`src/inc/tcpu_pkg.sv`:
```
package tcpu_pkg;

    // ==========================================================
    // Register map (byte addresses, one aligned word each)
    // ==========================================================
    localparam logic [7:0] OFS_MODE = 8'h00;
    localparam logic [7:0] OFS_CAPCTL = 8'h04;
    localparam logic [7:0] OFS_OUTCTL = 8'h08;
    localparam logic [7:0] OFS_PRESC = 8'h0C;
    localparam logic [7:0] OFS_COUNT = 8'h10;
    localparam logic [7:0] OFS_REG_A = 8'h14;
    localparam logic [7:0] OFS_REG_B = 8'h18;

    // ==========================================================
    // Field positions
    // ==========================================================
    localparam int OUT_EN_BIT = 0;
    localparam int OUT_OS_EN_BIT = 5;
    localparam int OUT_OS_TRIG_BIT = 6;

    // ==========================================================
    // Encodings and reset values
    // ==========================================================
    localparam logic [1:0] OP_STOP = 2'h0;
    localparam logic [1:0] OP_FREE = 2'h1;
    localparam logic [1:0] OP_EDGE_CLEAR = 2'h2;
    localparam logic [1:0] OP_PPG = 2'h3;
    localparam logic [1:0] ES_FALL = 2'h0;
    localparam logic [1:0] ES_RISE = 2'h1;
    localparam logic [1:0] ES_BOTH = 2'h3;
    localparam logic [15:0] CNT_MAX = 16'hFFFF;
    localparam logic [15:0] CNT_ZERO = 16'h0000;
    localparam logic [15:0] RST_CAPCMP = 16'h0000;
    localparam logic [2:0] RST_DIV = 3'h0;

    // ==========================================================
    // Carriers
    // ==========================================================
    typedef struct packed {
        logic rise;
        logic fall;
    } edge_evt_t;

    // Bits 3..0 of the mode control register
    typedef struct packed {
        logic [1:0] op_mode;
        logic capture_toggle_enable;
        logic overflow_flag;
    } mode_ctl_t;

    // Bits 2..0 of the capture/compare control register
    typedef struct packed {
        logic b_capture;
        logic reverse_phase_capture_sel;
        logic a_capture;
    } cap_ctl_t;

    // Bits 7..0 of the prescaler mode register
    typedef struct packed {
        logic [1:0] es_b;
        logic [1:0] es_a;
        logic [1:0] rsvd;
        logic [1:0] div_sel;
    } presc_t;

    localparam mode_ctl_t RST_MODE = 4'h0;
    localparam cap_ctl_t RST_CAPCTL = 3'h0;
    localparam presc_t RST_PRESC = 8'h00;

endpackage : tcpu_pkg

```
`src/rtl/trig_edge_detect.sv`:
```
`timescale 1ns/10ps
module trig_edge_detect (
    input wire logic pclk,                       // system clock
    input wire logic presetn,                    // async reset, active low
    input wire logic pin,                        // raw trigger level
    output tcpu_pkg::edge_evt_t evt              // registered edge pulses
);

    logic sync1_q;
    logic sync2_q;
    logic prev_q;
    tcpu_pkg::edge_evt_t evt_d;
    tcpu_pkg::edge_evt_t evt_q;

    // ==========================================================
    // Edge detection, only on the second synchroniser stage
    // ==========================================================
    always_comb begin
        evt_d.rise = sync2_q & ~prev_q;
        evt_d.fall = ~sync2_q & prev_q;
    end

    always_ff @(posedge pclk or negedge presetn) begin
        if (!presetn) begin
            sync1_q <= 1'b0;
            sync2_q <= 1'b0;
            prev_q <= 1'b0;
            evt_q <= '0;
        end else begin
            sync1_q <= pin;
            sync2_q <= sync1_q;
            prev_q <= sync2_q;
            evt_q <= evt_d;
        end
    end

    assign evt = evt_q;

endmodule : trig_edge_detect

```
`src/rtl/timer_capture_pulse_unit.sv`:
```
// What this block does
// - Dual capture free-running: output holds, toggles on input A edge if enabled
// - Dual capture free-running: input A edge captures B, input B edge captures A
// - Dual capture with only input B edges: register B never captures
// - Register A capture trigger selectable: input A reverse phase or input B
// - Register B captures only on valid input A edge
// - Free-running compare matches raise their interrupt, never clear counter
// - Counter readable anytime without disturbing counting
// - Mode 11 clears counter on A match and drives a pulse, toggling output on A and B matches
// - Pulse period A plus one, low width B plus one count clocks
// - Pulse mode A match raises interrupt A and clears counter
// - Pulse mode B match raises interrupt B, counter keeps counting
// - One-shot enabled in mode 01 or 10 with one-shot enable bit 5
// - Soft trigger bit 6 or input A edge restarts counter, one pulse
// - One-shot A and B matches raise their interrupt and invert output
// - One-shot delay A plus one, width B minus A count clocks
// - Width measurement works free-running and with input A restart
// - Mode 01 counts up, wraps after FFFFH and sets overflow flag
// - Reverse phase select: A captures on opposite edge, no interrupt A
// - Edge select: 00 falling, 01 rising, 10 none, 11 both
// - Mode 10: input A edge captures into B and clears counter
//
// The register addresses and the APB interface to the registers were left to the implementer.
`timescale 1ns/10ps
module timer_capture_pulse_unit (
    input wire logic pclk,                       // 20 MHz system clock
    input wire logic presetn,                    // async reset, active low
    input wire logic psel,                       // APB select
    input wire logic penable,                    // APB enable
    input wire logic pwrite,                     // APB direction
    input wire logic [7:0] paddr,                // APB byte address
    input wire logic [31:0] pwdata,              // APB write data
    output logic [31:0] prdata,                  // APB read data
    output logic pready,                         // APB ready
    output logic pslverr,                        // APB error, unmapped address
    input wire logic trigger_input_a,            // external trigger A
    input wire logic trigger_input_b,            // external trigger B
    output logic timer_output_pin,               // toggle output
    output logic irq_reg_a,                      // one-cycle event, register A
    output logic irq_reg_b                       // one-cycle event, register B
);

    // ==========================================================
    // Functions
    // ==========================================================
    function automatic logic edge_hit(input logic [1:0] sel, input tcpu_pkg::edge_evt_t e);
        case (sel)
            tcpu_pkg::ES_FALL: edge_hit = e.fall;
            tcpu_pkg::ES_RISE: edge_hit = e.rise;
            tcpu_pkg::ES_BOTH: edge_hit = e.rise | e.fall;
            default: edge_hit = 1'b0;
        endcase
    endfunction : edge_hit

    function automatic logic [2:0] div_last(input logic [1:0] sel);
        div_last = 3'((4'h1 << sel) - 4'h1);
    endfunction : div_last

    // ==========================================================
    // State
    // ==========================================================
    tcpu_pkg::mode_ctl_t mode_q, mode_d;
    tcpu_pkg::cap_ctl_t cap_q, cap_d;
    tcpu_pkg::presc_t presc_q, presc_d;
    tcpu_pkg::edge_evt_t evt_a, evt_b, pend_a_q, pend_a_d, pend_b_q, pend_b_d;
    tcpu_pkg::edge_evt_t cur_a, cur_b;
    logic out_en_q, out_en_d, os_en_q, os_en_d, soft_q, soft_d;
    logic [15:0] cnt_q, cnt_d, reg_a_q, reg_a_d, reg_b_q, reg_b_d;
    logic [2:0] div_q, div_d;
    logic armed_q, armed_d, out_q, out_d;
    logic irq_a_q, irq_a_d, irq_b_q, irq_b_d;
    logic [31:0] rdata_q, rdata_d;
    logic err_q, err_d;
    logic wr, setup, mapped, running, tick, os_on, os_trig;
    logic valid_a, valid_b, rev_a, match_a, match_b, clear, ovf_set;
    logic cap_a, cap_b, toggle;

    trig_edge_detect u_edge_a (
        .pclk(pclk),
        .presetn(presetn),
        .pin(trigger_input_a),
        .evt(evt_a)
    );

    trig_edge_detect u_edge_b (
        .pclk(pclk),
        .presetn(presetn),
        .pin(trigger_input_b),
        .evt(evt_b)
    );

    // ==========================================================
    // Event decode at each count clock
    // ==========================================================
    always_comb begin
        running = mode_q.op_mode != tcpu_pkg::OP_STOP;
        tick = running && (div_q == div_last(presc_q.div_sel));
        // Edges seen between count clocks are held so none is lost
        cur_a = pend_a_q | evt_a;
        cur_b = pend_b_q | evt_b;
        valid_a = tick && edge_hit(presc_q.es_a, cur_a);
        valid_b = tick && edge_hit(presc_q.es_b, cur_b);
        rev_a = tick && edge_hit(presc_q.es_a, {cur_a.fall, cur_a.rise});
        os_on = os_en_q && (mode_q.op_mode == tcpu_pkg::OP_FREE ||
                            mode_q.op_mode == tcpu_pkg::OP_EDGE_CLEAR);
        os_trig = tick && os_on && (soft_q || valid_a);
        match_a = tick && !cap_q.a_capture && cnt_q == reg_a_q;
        match_b = tick && !cap_q.b_capture && cnt_q == reg_b_q;
        clear = os_trig ||
                (mode_q.op_mode == tcpu_pkg::OP_EDGE_CLEAR && valid_a) ||
                (mode_q.op_mode == tcpu_pkg::OP_PPG && match_a);
        ovf_set = tick && !clear && cnt_q == tcpu_pkg::CNT_MAX;
        cap_b = cap_q.b_capture && valid_a;
        cap_a = cap_q.a_capture &&
                (cap_q.reverse_phase_capture_sel ? rev_a : valid_b);
    end

    // ==========================================================
    // Counter, capture registers, events
    // ==========================================================
    always_comb begin
        pend_a_d = tick ? '0 : cur_a;
        pend_b_d = tick ? '0 : cur_b;
        div_d = (!running || tick) ? tcpu_pkg::RST_DIV : 3'(div_q + 3'h1);
        cnt_d = cnt_q;
        if (!running) begin
            cnt_d = tcpu_pkg::CNT_ZERO;
        end else if (tick) begin
            cnt_d = clear ? tcpu_pkg::CNT_ZERO : 16'(cnt_q + 16'h0001);
        end
        // A capture outranks a software write in the same cycle
        reg_a_d = reg_a_q;
        if (cap_a) begin
            reg_a_d = cnt_q;
        end else if (wr && paddr == tcpu_pkg::OFS_REG_A) begin
            reg_a_d = pwdata[15:0];
        end
        reg_b_d = reg_b_q;
        if (cap_b) begin
            reg_b_d = cnt_q;
        end else if (wr && paddr == tcpu_pkg::OFS_REG_B) begin
            reg_b_d = pwdata[15:0];
        end
        // Reverse phase capture stays silent; an input B edge still signals
        irq_a_d = match_a || (cap_q.a_capture && valid_b);
        irq_b_d = match_b || cap_b;
    end

    always_ff @(posedge pclk or negedge presetn) begin
        if (!presetn) begin
            pend_a_q <= '0;
            pend_b_q <= '0;
            div_q <= tcpu_pkg::RST_DIV;
            cnt_q <= tcpu_pkg::CNT_ZERO;
            reg_a_q <= tcpu_pkg::RST_CAPCMP;
            reg_b_q <= tcpu_pkg::RST_CAPCMP;
            irq_a_q <= 1'b0;
            irq_b_q <= 1'b0;
        end else begin
            pend_a_q <= pend_a_d;
            pend_b_q <= pend_b_d;
            div_q <= div_d;
            cnt_q <= cnt_d;
            reg_a_q <= reg_a_d;
            reg_b_q <= reg_b_d;
            irq_a_q <= irq_a_d;
            irq_b_q <= irq_b_d;
        end
    end

    // ==========================================================
    // Output toggle register
    // ==========================================================
    always_comb begin
        armed_d = armed_q;
        if (os_on) begin
            // One pulse per trigger: matches outside the armed window are ignored
            toggle = armed_q && !os_trig && (match_a || match_b);
            if (os_trig) begin
                armed_d = 1'b1;
            end else if (armed_q && match_b) begin
                armed_d = 1'b0;
            end
        end else begin
            toggle = match_a || match_b ||
                     (mode_q.op_mode == tcpu_pkg::OP_EDGE_CLEAR && valid_a) ||
                     (cap_q.a_capture && cap_q.b_capture &&
                      mode_q.capture_toggle_enable && valid_a);
            armed_d = 1'b0;
        end
        out_d = out_q ^ (toggle && out_en_q);
    end

    always_ff @(posedge pclk or negedge presetn) begin
        if (!presetn) begin
            armed_q <= 1'b0;
            out_q <= 1'b0;
        end else begin
            armed_q <= armed_d;
            out_q <= out_d;
        end
    end

    // ==========================================================
    // APB slave and configuration
    // ==========================================================
    always_comb begin
        wr = psel && penable && pwrite;
        setup = psel && !penable;
        mapped = paddr == tcpu_pkg::OFS_MODE || paddr == tcpu_pkg::OFS_CAPCTL ||
                 paddr == tcpu_pkg::OFS_OUTCTL || paddr == tcpu_pkg::OFS_PRESC ||
                 paddr == tcpu_pkg::OFS_COUNT || paddr == tcpu_pkg::OFS_REG_A ||
                 paddr == tcpu_pkg::OFS_REG_B;
        mode_d = mode_q;
        cap_d = cap_q;
        presc_d = presc_q;
        out_en_d = out_en_q;
        os_en_d = os_en_q;
        soft_d = soft_q && !tick;
        if (wr && paddr == tcpu_pkg::OFS_MODE) begin
            mode_d = pwdata[3:0];
            // Software may only clear the flag
            mode_d.overflow_flag = pwdata[0] && mode_q.overflow_flag;
        end
        // A wrap in the same cycle as a clear still sets the flag
        if (ovf_set) begin
            mode_d.overflow_flag = 1'b1;
        end
        if (wr && paddr == tcpu_pkg::OFS_CAPCTL) begin
            cap_d = pwdata[2:0];
        end
        if (wr && paddr == tcpu_pkg::OFS_PRESC) begin
            presc_d = pwdata[7:0];
            presc_d.rsvd = 2'h0;
        end
        if (wr && paddr == tcpu_pkg::OFS_OUTCTL) begin
            out_en_d = pwdata[tcpu_pkg::OUT_EN_BIT];
            os_en_d = pwdata[tcpu_pkg::OUT_OS_EN_BIT];
            soft_d = soft_q || pwdata[tcpu_pkg::OUT_OS_TRIG_BIT];
        end
        rdata_d = rdata_q;
        err_d = err_q;
        if (setup) begin
            err_d = !mapped;
            case (paddr)
                tcpu_pkg::OFS_MODE: rdata_d = {28'h0000000, mode_q};
                tcpu_pkg::OFS_CAPCTL: rdata_d = {29'h0, cap_q};
                tcpu_pkg::OFS_OUTCTL: rdata_d = {25'h0, 1'b0, os_en_q, 4'h0, out_en_q};
                tcpu_pkg::OFS_PRESC: rdata_d = {24'h000000, presc_q};
                tcpu_pkg::OFS_COUNT: rdata_d = {16'h0000, cnt_q};
                tcpu_pkg::OFS_REG_A: rdata_d = {16'h0000, reg_a_q};
                tcpu_pkg::OFS_REG_B: rdata_d = {16'h0000, reg_b_q};
                default: rdata_d = 32'h00000000;
            endcase
        end
    end

    always_ff @(posedge pclk or negedge presetn) begin
        if (!presetn) begin
            mode_q <= tcpu_pkg::RST_MODE;
            cap_q <= tcpu_pkg::RST_CAPCTL;
            presc_q <= tcpu_pkg::RST_PRESC;
            out_en_q <= 1'b0;
            os_en_q <= 1'b0;
            soft_q <= 1'b0;
            rdata_q <= 32'h00000000;
            err_q <= 1'b0;
        end else begin
            mode_q <= mode_d;
            cap_q <= cap_d;
            presc_q <= presc_d;
            out_en_q <= out_en_d;
            os_en_q <= os_en_d;
            soft_q <= soft_d;
            rdata_q <= rdata_d;
            err_q <= err_d;
        end
    end

    assign prdata = rdata_q;
    assign pready = 1'b1;
    assign pslverr = err_q && psel && penable;
    assign timer_output_pin = out_q;
    assign irq_reg_a = irq_a_q;
    assign irq_reg_b = irq_b_q;
endmodule : timer_capture_pulse_unit

```
`config.mk`:
```
export PLATFORM = sky130hd
export DESIGN_NAME = timer_capture_pulse_unit
export DESIGN_NICKNAME = d
export VERILOG_FILES = /design/src/inc/tcpu_pkg.sv /design/src/rtl/trig_edge_detect.sv /design/src/rtl/timer_capture_pulse_unit.sv
export SDC_FILE = /design/constraint.sdc
export NUM_CORES = 1
export LEC_CHECK = 0
export ABC_AREA = 1
export ABC_CLOCK_PERIOD_IN_PS = 1700
export BUFFER_PORTS_ARGS = -buffer_cell sky130_fd_sc_hd__buf_2
export CAP_MARGIN = 5
export CELL_PAD_IN_SITES_DETAIL_PLACEMENT = 0
export CELL_PAD_IN_SITES_GLOBAL_PLACEMENT = 1
export CORE_MARGIN = 2
export CORE_UTILIZATION = 39
export CTS_CLUSTER_DIAMETER = 60
export DETAILED_ROUTE_END_ITERATION = 12
export PLACE_DENSITY_LB_ADDON = 0.1
export SETUP_SLACK_MARGIN = 0.5
export SLEW_MARGIN = 5
export SYNTH_ARGS = -nofsm -noshare
export SYNTH_HDL_FRONTEND = slang
export SYNTH_SLANG_ARGS = --single-unit
```
`constraint.sdc`:
```
create_clock -name pclk -period 1.7 [get_ports pclk]
set_input_delay 0.085 -clock pclk [delete_from_list [all_inputs] [get_ports pclk]]
set_output_delay 0.085 -clock pclk [all_outputs]
set_load 0.05 [all_outputs]
```
Yosys cells after proc, flatten, opt, wreduce, memory -nomap -nowiden. Cells that the tools add are included.

Add/sub/neg operators: 3. Shifts and indexed selects: 1. Mux-type cells: 22. Reduce and logical (&&, ||, !) cells: 70. Eq/ne operators: 19. Bitwise operators: 13.

Operator list (number): 2-to-1 mux 16 bit (7); one-hot mux 16 bit (7 select lines) (1); logical AND 1 bit (38); == test 16 bit (2); == test 8 x 5 -> 1 bit (second input constant) (3); logical OR 1 bit (17); adder 16 x 1 -> 16 bit (second input constant) (1); == test 16 bit (second input constant) (1); == test 8 x 4 -> 1 bit (second input constant) (2); one-hot mux 1 bit (3 select lines) (3); == test 2 bit (second input constant) (4); == test 8 x 3 -> 1 bit (second input constant) (1); zero test 1 bit (8); zero test 8 bit (1); 2-to-1 mux 1 bit (8); nonzero test 2 bit (4); == test 2 x 1 -> 1 bit (second input constant) (3); AND 1 bit (4); zero test 2 bit (2); 2-to-1 mux 2 bit (2); inverter 1 bit (4); bitwise OR 2 bit (2); adder 3 x 1 -> 3 bit (second input constant) (1); == test 3 bit (1); other kinds (7) (8).

Bits in registers: 118. Output and inout port bits: 37. Bits of input ports: 47.

Depth between registers and ports, before layout. Gate-level depths: netlist (run 1).

Depth in word-level cells: 13. Gate-level depth with buffers: 14. Depth with buffers taken out: 14.

Modules after synthesis. From an unflattened synthesis (run 1), not the netlist that was laid out.

Cell total of the unflattened synthesis: 669. Area total of the unflattened synthesis: 5809.3 um^2.

Modules (own cells, without submodules): timer_capture_pulse_unit (seq. area each 2302.2 um^2, instances 1, cells an instance 651, area an instance 5529.1 um^2); trig_edge_detect (seq. area each 125.1 um^2, instances 2, cells an instance 9, area an instance 140.1 um^2).

Least setup slack after synthesis (run 1). No wires, ideal clock.

Kind: register to register. From: reg presc_q[1] (netlist bit). To: reg cnt_q[10]. Cell stages (with the launch flop): 8. Path slack: 0.094 ns. Data arrival time: 1.474 ns. Period minus slack after synthesis: 1.606 ns. Cell sequence: dfrtp_1 > xnor2_1 > nand4_4 > nor2_1 > nand3_2 > nand2_2 > buf_6 > o22ai_1.

Cells in the longest elaborated chain, start to end: 12. Elaborated cells on any way between the ends: 18. Classes of those cells: 1 x add/sub; 2 x eq/ne; 1 x shift; 3 x mux; 11 x reduce/logical.

RTL lines: from (decl) (line timer_capture_pulse_unit.sv:64) `tcpu_pkg::presc_t presc_q, presc_d;`; from (signal assigned) (line timer_capture_pulse_unit.sv:262) `presc_q <= tcpu_pkg::RST_PRESC;`; from (signal assigned) (line timer_capture_pulse_unit.sv:271) `presc_q <= presc_d;`; left shift 1 x 2 -> 3 bit (*) (line timer_capture_pulse_unit.sv:56) `div_last = 3'((4'h1 << sel) - 4'h1);`; subtractor 3 x 1 -> 3 bit (*) (line timer_capture_pulse_unit.sv:56); == test 3 bit (*) (line timer_capture_pulse_unit.sv:97) `tick = running && (div_q == div_last(presc_q.div_sel));`; logical AND 1 bit (*) (line timer_capture_pulse_unit.sv:97); logical AND 1 bit (line timer_capture_pulse_unit.sv:101) `valid_a = tick && edge_hit(presc_q.es_a, cur_a);`; logical OR 1 bit (line timer_capture_pulse_unit.sv:106) `os_trig = tick && os_on && (soft_q || valid_a);`; logical AND 1 bit (line timer_capture_pulse_unit.sv:106); logical OR 1 bit (line timer_capture_pulse_unit.sv:109) `clear = os_trig ||`; logical OR 1 bit (line timer_capture_pulse_unit.sv:110) `(mode_q.op_mode == tcpu_pkg::OP_EDGE_CLEAR && valid_a) ||`; 2-to-1 mux 16 bit (line timer_capture_pulse_unit.sv:129) `cnt_d = clear ? tcpu_pkg::CNT_ZERO : 16'(cnt_q + 16'h0001);`; 2-to-1 mux 16 bit (line timer_capture_pulse_unit.sv:128) `end else if (tick) begin`; 2-to-1 mux 16 bit (line timer_capture_pulse_unit.sv:126) `if (!running) begin`; to (signal assigned) (line timer_capture_pulse_unit.sv:154) `cnt_q <= tcpu_pkg::CNT_ZERO;`; to (signal assigned) (line timer_capture_pulse_unit.sv:163) `cnt_q <= cnt_d;`; to (decl) (line timer_capture_pulse_unit.sv:68) `logic [15:0] cnt_q, cnt_d, reg_a_q, reg_a_d, reg_b_q, reg_b_d;`.

Mark *: on every way between the ends. The rest lies on a longest branch, timed or not. The select of a mux whose other input is x is not followed. A chain may end at the register's enable or synchronous reset.

Worst setup path in the final report (run 1).
From: reg presc_q[1] (netlist bit). To: reg reg_a_q[14].

Cells in the longest elaborated chain, start to end: 8. Elaborated cells on any way between the ends: 10. Classes of those cells: 1 x add/sub; 1 x eq/ne; 1 x shift; 2 x mux; 5 x reduce/logical.

RTL lines: left shift 1 x 2 -> 3 bit (*) (line timer_capture_pulse_unit.sv:56); subtractor 3 x 1 -> 3 bit (*) (line timer_capture_pulse_unit.sv:56); == test 3 bit (*) (line timer_capture_pulse_unit.sv:97); logical AND 1 bit (*) (line timer_capture_pulse_unit.sv:97); logical AND 1 bit (on tied branches) (line timer_capture_pulse_unit.sv:102, timer_capture_pulse_unit.sv:103); 2-to-1 mux 1 bit (*) (line timer_capture_pulse_unit.sv:115) `(cap_q.reverse_phase_capture_sel ? rev_a : valid_b);`; logical AND 1 bit (*) (line timer_capture_pulse_unit.sv:114) `cap_a = cap_q.a_capture &&`; 2-to-1 mux 16 bit or nonzero test 2 bit (tied branches); to (signal assigned) (line timer_capture_pulse_unit.sv:155) `reg_a_q <= tcpu_pkg::RST_CAPCMP;`; to (signal assigned) (line timer_capture_pulse_unit.sv:164) `reg_a_q <= reg_a_d;`; to (decl) (line timer_capture_pulse_unit.sv:68).

Mark *: on every way between the ends. The rest lies on a longest branch, timed or not.

==> results of run 1 <==
==> registers in the layout, summed over array words and instances (netlist names), 2 cells and up <==
signal / flops
u_edge_b.evt: 2
cap_q: 3
u_edge_a.evt: 2
div_q: 3
prdata: 16
presc_q: 6
pend_a_q: 2
reg_b_q: 16
mode_q: 4
cnt_q: 16
reg_a_q: 16
pend_b_q: 2
==> per-stage QoR <==
step	total power [W]	TNS [ns]	cell area [um^2]	util [%]
after floorplan	0.00448	0	5790	-
after global placement	0.00518	-0.994	6790	48.7
after detailed placement	0.00523	-1.77	6790	48.7
after CTS	0.00755	0	7730	55.5
after global routing	0.00819	-2.84	8290	59.5
final	0.00774	-0.0915	8290	59.5
==> cells in the mapped netlist (all sizes together) <==
cell type  count  share of area, %
nor3          10               1.1
inv           92               6.2
a31oi          1              0.11
nand2        128               8.9
o221ai        26               4.1
a211oi         1              0.13
a221oi         2              0.31
conb           2              0.13
nor4           2              0.34
buf           31               4.0
o31ai          1              0.13
xor2          11               1.7
clkinv         2              0.16
ha             5               1.1
dfrtp        102                46
a21oi         12               1.1
nor2          62               4.4
xnor2         19               3.0
nand3         61               6.0
o22ai         35               3.9
a21o           1              0.13
o211ai         7               1.5
a31o           1              0.16
nand4          5              0.83
o21ai         45               4.2
clkbuf         7              0.47
==> layout by cell type, fill, tap and decap left out, types with 22 or more instances in the layout <==
master	instances
dfrtp_1	94
buf_4	77
nand2_1	109
o21ai_0	22
nor2_1	43
buf_6	28
o221ai_2	26
o22ai_1	29
inv_1	69
nand3_2	38
buf_2	48
==> area by class of cell <==
type | count | area (um^2)
clock inverter | 7 | 56.3
tap | 180 | 225
inverter | 94 | 372
clock buffer | 9 | 225
multi-input combinational | 452 | 3260
fill | 1214 | 5640
sequential | 102 | 2560
timing repair buffer | 180 | 1590
==> worst min path at each step <==
stage               startpoint          to  slack, ns  cells past startpoint
CTS                  pwdata[3]  reg_b_q[3]      0.009                      3
finish               pwdata[1]  reg_b_q[1]       0.01                      3
floorplan              presetn     armed_q      -0.21                      0
global placement       presetn    cnt_q[8]       0.08                      1
global route         pwdata[2]  reg_b_q[2]       0.02                      3
detailed placement     presetn    cnt_q[8]       0.08                      1
==> tightest hold or removal path: cells and delay by family <==
| kind | cells | cell delay (ns) |
|---|---|---|
| buf+inv | 1 | 0.12 |
| simple gates | 1 | 0.07 |
| compound gates | 1 | 0.06 |
==> power groups by stage <==
stage / logic (W) / clock network [W] / registers (W)
2_1_floorplan: 0.00146 / 0 / 0.00301
3_3_place_gp: 0.00215 / 0 / 0.00303
3_5_place_dp: 0.00220 / 0 / 0.00304
4_1_cts: 0.00245 / 0.00209 / 0.00301
5_1_grt: 0.00292 / 0.00221 / 0.00306
6_report: 0.00266 / 0.00206 / 0.00302
==> what timing repair did <==
item / CTS / global route
resized for setup: 121 / 87
endpoints found under the setup margin: 75 / 80
pin swaps: 33 / 42
hold buffers: 10 / 0
buffers inserted: 11 / 15
cloned: 0 / 4
hold endpoints to repair: 44 / 0
==> cell families (layout without fill, tap and decap cells) <==
kind of cell             Yosys count  in the layout  share of synthesized area, %
AO/OA/AOI/OAI                    132            132                          15.8
XOR/XNOR                          30             30                          4.71
adder cells (fa/ha/maj)            5              5                          1.12
buffers and inverters            132            290                          10.8
flip-flops                       102            102                          45.8
other                              2             17                         0.135
AND/OR/NAND/NOR                  268            268                          21.6
==> per-layer routing <==
metal  track usage (%)  up-vias  wire length (um)
met5                 0        -                 0
met4              10.9        0               486
met3              3.83       34               571
met2              41.4      122              9360
met1              31.2     2630              7950
li1                  -     2571                 -
==> results.py, run 1 <==
metrics = {
    "timing": {
        "drv_slew": 0,
        "fin_crit_ns": 1.73,
        "setup_slack_ns": -0.0254,
        "finalHoldViolCount": 0,
        "skew_ns": 0.00943,
        "rsz0062_at_grt": "true",
        "hold_slack_ns": 0.0142,
        "post-route-period-util_pct": 101,
        "finalSetupViolCount": 7,
        "clock.fmax_ghz": 0.580,
    },
    "worst_setup_path": {
        "cp_num_cells": 8,
        "r2r_end": "reg_a_q[14]",
        "endpoint_kind": "flip-flop",
        "cp.arrival_ns": 1.97,
        "timing.rr.start": "presc_q[1]",
        "r2r_cells": 8,
        "cpLargestDelayFamily": "simple AND/OR/NAND/NOR gates",
        "start_kind": "flip-flop",
        "crit_chain": "xnor2_2, nand4_4, nor2_2, nand2_2, buf_12, clkbuf_16, nand3_2, o221ai_2",
        "critPathRequiredTime_ns": 1.95,
        "crit_end": "reg_a_q[14]",
        "path_buf_inv": 2,
        "cpPeakStageDelay_ns": 0.47,
        "r2r_slack_ns": -0.03,
        "crit_fanout": 7,
        "path_class": "flip-flop to flip-flop",
        "startpoint": "presc_q[1]",
        "cp_slowest_cell": "dfrtp_2",
    },
    "pwr": {
        "power_switching_w": 0.00284,
        "pwr-share-clk_pct": 26.6,
        "p_comb_share_pct": 34.4,
        "p_seq_share_pct": 39.0,
        "p_leak_nw": 3.79,
        "p_int_w": 0.00489,
        "swShare_pct": 36.8,
        "worst_ir_drop_vdd_uv": 582,
        "power_density_nw_per_um2": 933,
    },
    "route": {
        "viasPerCell": 5.23,
        "remaining_drc_errors": 0,
        "wl_per_cell_um": 17.9,
        "drt-initial-drc-count": 290,
        "num_vias": 5357,
        "dr.pass1.iters": 5,
        "ant_nets": 0,
        "routed_wl_um": 18400,
    },
    "placed_design": {
        "gp_congestion": 0.848,
        "placement.io_buffers": 50,
        "dp_hpwl_um": 12900,
        "post-place-cells": 968,
        "dp_slack_ns": -0.107,
    },
    "final_layout": {
        "area_growth_pct": 48.8,
        "diodes": 0,
        "drive_gt1_share_pct": 43.8,
        "instances_no_fill": 1024,
        "nets": 891,
    },
    "floorplanning": {
        "start_util_pct": 40.0,
        "core_um2": 13900,
        "fp.dieH_um": 124,
        "rows": 43,
        "fp.dieW_um": 124,
        "die-area_um2": 15300,
        "ioPinCount": 84,
    },
    "global_route": {
        "grt_pass1_wl_um": 28000,
        "track_usage_pct": 24.6,
        "grt_pass1_vias": 5290,
        "grt_overflow": 0,
        "antenna_found_initial": 0,
        "grt_max_degree": 38,
    },
    "status": {
        "violations": "negative setup slack",
        "outcome": "finished, violations left",
    },
    "cts": {
        "cts-root-buf": "clkbuf_16",
        "tritoncts": "built",
        "h-tree-depth": 3,
        "cts.sinks": 102,
        "clk_pin_slew_ns": 0.07,
        "insertion_delay_ns": 0.37,
        "numCtsBuffers": 9,
        "clk_path_buf_depth": 2,
    },
    "logic_synthesis": {
        "syn_area_per_cell_um2": 8.31,
        "synth_area_um2": 5570,
        "yosysSeqAreaShare_pct": 45.8,
        "yosys_warnings": 0,
        "ys_ff_latch": 102,
        "synthCells": 671,
        "synth_cell_type_count": 41,
    },
    "run": {
        "cap_viol_max_count": 0,
    },
    "min_path": {
        "hold_class": "primary input to flip-flop",
    },
}
(Power assumes the default switching activity.)
==> run 2: changes to the inputs <==
--- a/config.mk
+++ b/config.mk
@@ -16,6 +16,7 @@
 export CTS_CLUSTER_DIAMETER = 60
 export DETAILED_ROUTE_END_ITERATION = 12
 export PLACE_DENSITY_LB_ADDON = 0.1
+export RECOVER_POWER = 50
 export SETUP_SLACK_MARGIN = 0.5
 export SLEW_MARGIN = 5
 export SYNTH_ARGS = -nofsm -noshare
==> results.py, run 2 (same netlist as run 1, synthesis figures left out) <==
metrics = {
    "status": {
        "outcome": "finished, violations left",
        "violations": "negative setup slack",
    },
    "pwr": {
        "p_leak_nw": 3.77,
        "power_density_nw_per_um2": 936,
        "worst_ir_drop_vdd_uv": 582,
        "total_power_w": 0.00774,
    },
    "timing": {
        "finalHoldViolCount": 0,
        "clock.fmax_ghz": 0.577,
        "setup_slack_ns": -0.0321,
        "slew_headroom_pct": 43.5,
        "finalSetupViolCount": 9,
        "drv_slew": 0,
        "tightest_slew_ns": 0.847,
        "rsz0062_at_grt": "true",
        "skew_ns": 0.00909,
        "post-route-period-util_pct": 102,
        "fin_crit_ns": 1.73,
    },
    "min_path": {
        "hold_class": "primary input to flip-flop",
    },
    "route": {
        "route.met2.wl_um": 9370,
        "num_vias": 5317,
        "dr.pass1.iters": 4,
        "route.met3.wl_um": 588,
        "routed_wl_um": 18400,
        "wl_met1_um": 7930,
        "highest_layer": "met4",
        "ant_nets": 0,
        "drt-initial-drc-count": 295,
        "viasPerCell": 5.19,
        "wl_per_cell_um": 18.0,
        "remaining_drc_errors": 0,
    },
    "worst_setup_path": {
        "r2r_slack_ns": -0.03,
        "r2r_end": "reg_a_q[14]",
        "startpoint": "presc_q[1]",
        "r2r_cells": 8,
        "crit_end": "reg_a_q[14]",
        "crit_fanout": 7,
        "cpLargestDelayFamily": "simple AND/OR/NAND/NOR gates",
        "critPathRequiredTime_ns": 1.95,
        "cp_num_cells": 8,
        "start_kind": "flip-flop",
        "cp_slowest_cell": "dfrtp_2",
        "endpoint_kind": "flip-flop",
        "timing.rr.start": "presc_q[1]",
        "cp.arrival_ns": 1.98,
        "crit_chain": "xnor2_2, nand4_4, nor2_2, nand2_2, buf_12, clkbuf_16, nand3_2, o221ai_2",
        "cpPeakStageDelay_ns": 0.47,
        "path_class": "flip-flop to flip-flop",
        "path_buf_inv": 2,
    },
    "floorplanning": {
        "die-area_um2": 15300,
        "core_um2": 13900,
        "fp.dieW_um": 124,
        "fp.dieH_um": 124,
        "rows": 43,
        "start_util_pct": 40.0,
        "ioPinCount": 84,
    },
    "final_layout": {
        "diodes": 0,
        "nets": 891,
        "drive_gt1_share_pct": 43.8,
        "area_growth_pct": 48.3,
        "instances_no_fill": 1024,
        "layout_commonest_cell": "nand2_1",
        "layout_common_cells": "nand2_1, dfrtp_1, buf_4",
    },
    "cts": {
        "clk_pin_slew_ns": 0.07,
        "h-tree-depth": 3,
        "numCtsBuffers": 9,
        "cts.sinks": 102,
        "insertion_delay_ns": 0.37,
        "clk_path_buf_depth": 2,
        "cts-root-buf": "clkbuf_16",
        "tritoncts": "built",
    },
    "global_route": {
        "track_usage_pct": 24.6,
        "antenna_found_initial": 0,
        "grt_overflow": 0,
        "grt_pass1_wl_um": 28000,
        "grt_pass1_vias": 5290,
        "grt_max_degree": 38,
    },
    "placed_design": {
        "post-place-cells": 968,
        "placement.io_buffers": 50,
        "dp_hpwl_um": 12900,
        "gp_congestion": 0.848,
    },
    "run": {
        "cap_viol_max_count": 0,
    },
}
## run 2: cell count changes in the layout (fill, tap and decap cells not counted)
cell,previous run,this run
buf_12,10,8
buf_4,77,76
clkbuf_2,0,1
clkbuf_4,0,2
## run 2: worst register-to-register path: stages (launching register included)
cell,delay [ns]
dfrtp_2,0.47
xnor2_2,0.21
nand4_4,0.19
nor2_2,0.15
nand2_2,0.11
buf_12,0.17
clkbuf_16,0.18
nand3_2,0.06
o221ai_2,0.08
## run 2: area by class of cell
cell class              instances  area, um^2
repair buffers                180        1560
fillers                      1219        5670
clock inverters                 7        56.3
inverters                      94         372
flip-flops and latches        102        2560
well taps                     180         225
multi-input cells             452        3260
clock buffers                   9         225
## run 2: metal layers
metal | up-vias | GRT usage [%]
met3 | 40 | 3.83
met4 | 0 | 10.9
met1 | 2599 | 31.2
met2 | 114 | 41.4
li1 | 2564 | -
met5 | - | 0
## run 2: repair_timing
action,4_1_cts,5_1_grt
gates cloned,0,4
endpoints found under the hold margin,44,0
hold buffers,10,0
buffers inserted,11,15
gates resized for setup,121,87
pin swaps,33,42
setup endpoints to repair,75,80
## run 2: through the flow
| stage | utilization (%) | hold slack [ns] | setup slack (ns) | setup TNS (ns) | cell area (um^2) |
|---|---|---|---|---|---|
| final | 59.3 | 0.0145 | -0.0321 | -0.157 | 8260 |
| after global routing | 59.3 | 0.0216 | -0.127 | -3.26 | 8260 |
| after CTS | 55.5 | 0.00921 | 0.00210 | 0 | 7730 |
| after detailed placement | 48.7 | 0.0804 | -0.107 | -1.77 | 6790 |
| after global placement | 48.7 | 0.0770 | -0.0729 | -0.994 | 6790 |
| after floorplan | - | -0.211 | 0.154 | 0 | 5790 |
## run 2: worst min path at each step
stage | slack, ns | depth (start not counted) | from | endpoint
floorplan | -0.21 | 0 | presetn | armed_q
global placement | 0.08 | 1 | presetn | cnt_q[8]
detailed placement | 0.08 | 1 | presetn | cnt_q[8]
CTS | 0.009 | 3 | pwdata[3] | reg_b_q[3]
global route | 0.02 | 3 | pwdata[2] | reg_b_q[2]
finish | 0.01 | 3 | pwdata[1] | reg_b_q[1]
## run 2: where the power goes
part | total [W] | switching, W | internal (W)
logic | 0.00266 | 0.00153 | 0.00113
clock network | 0.00206 | 0.00105 | 0.00101
registers | 0.00302 | 0.000269 | 0.00275
total | 0.00774 | 0.00285 | 0.00489
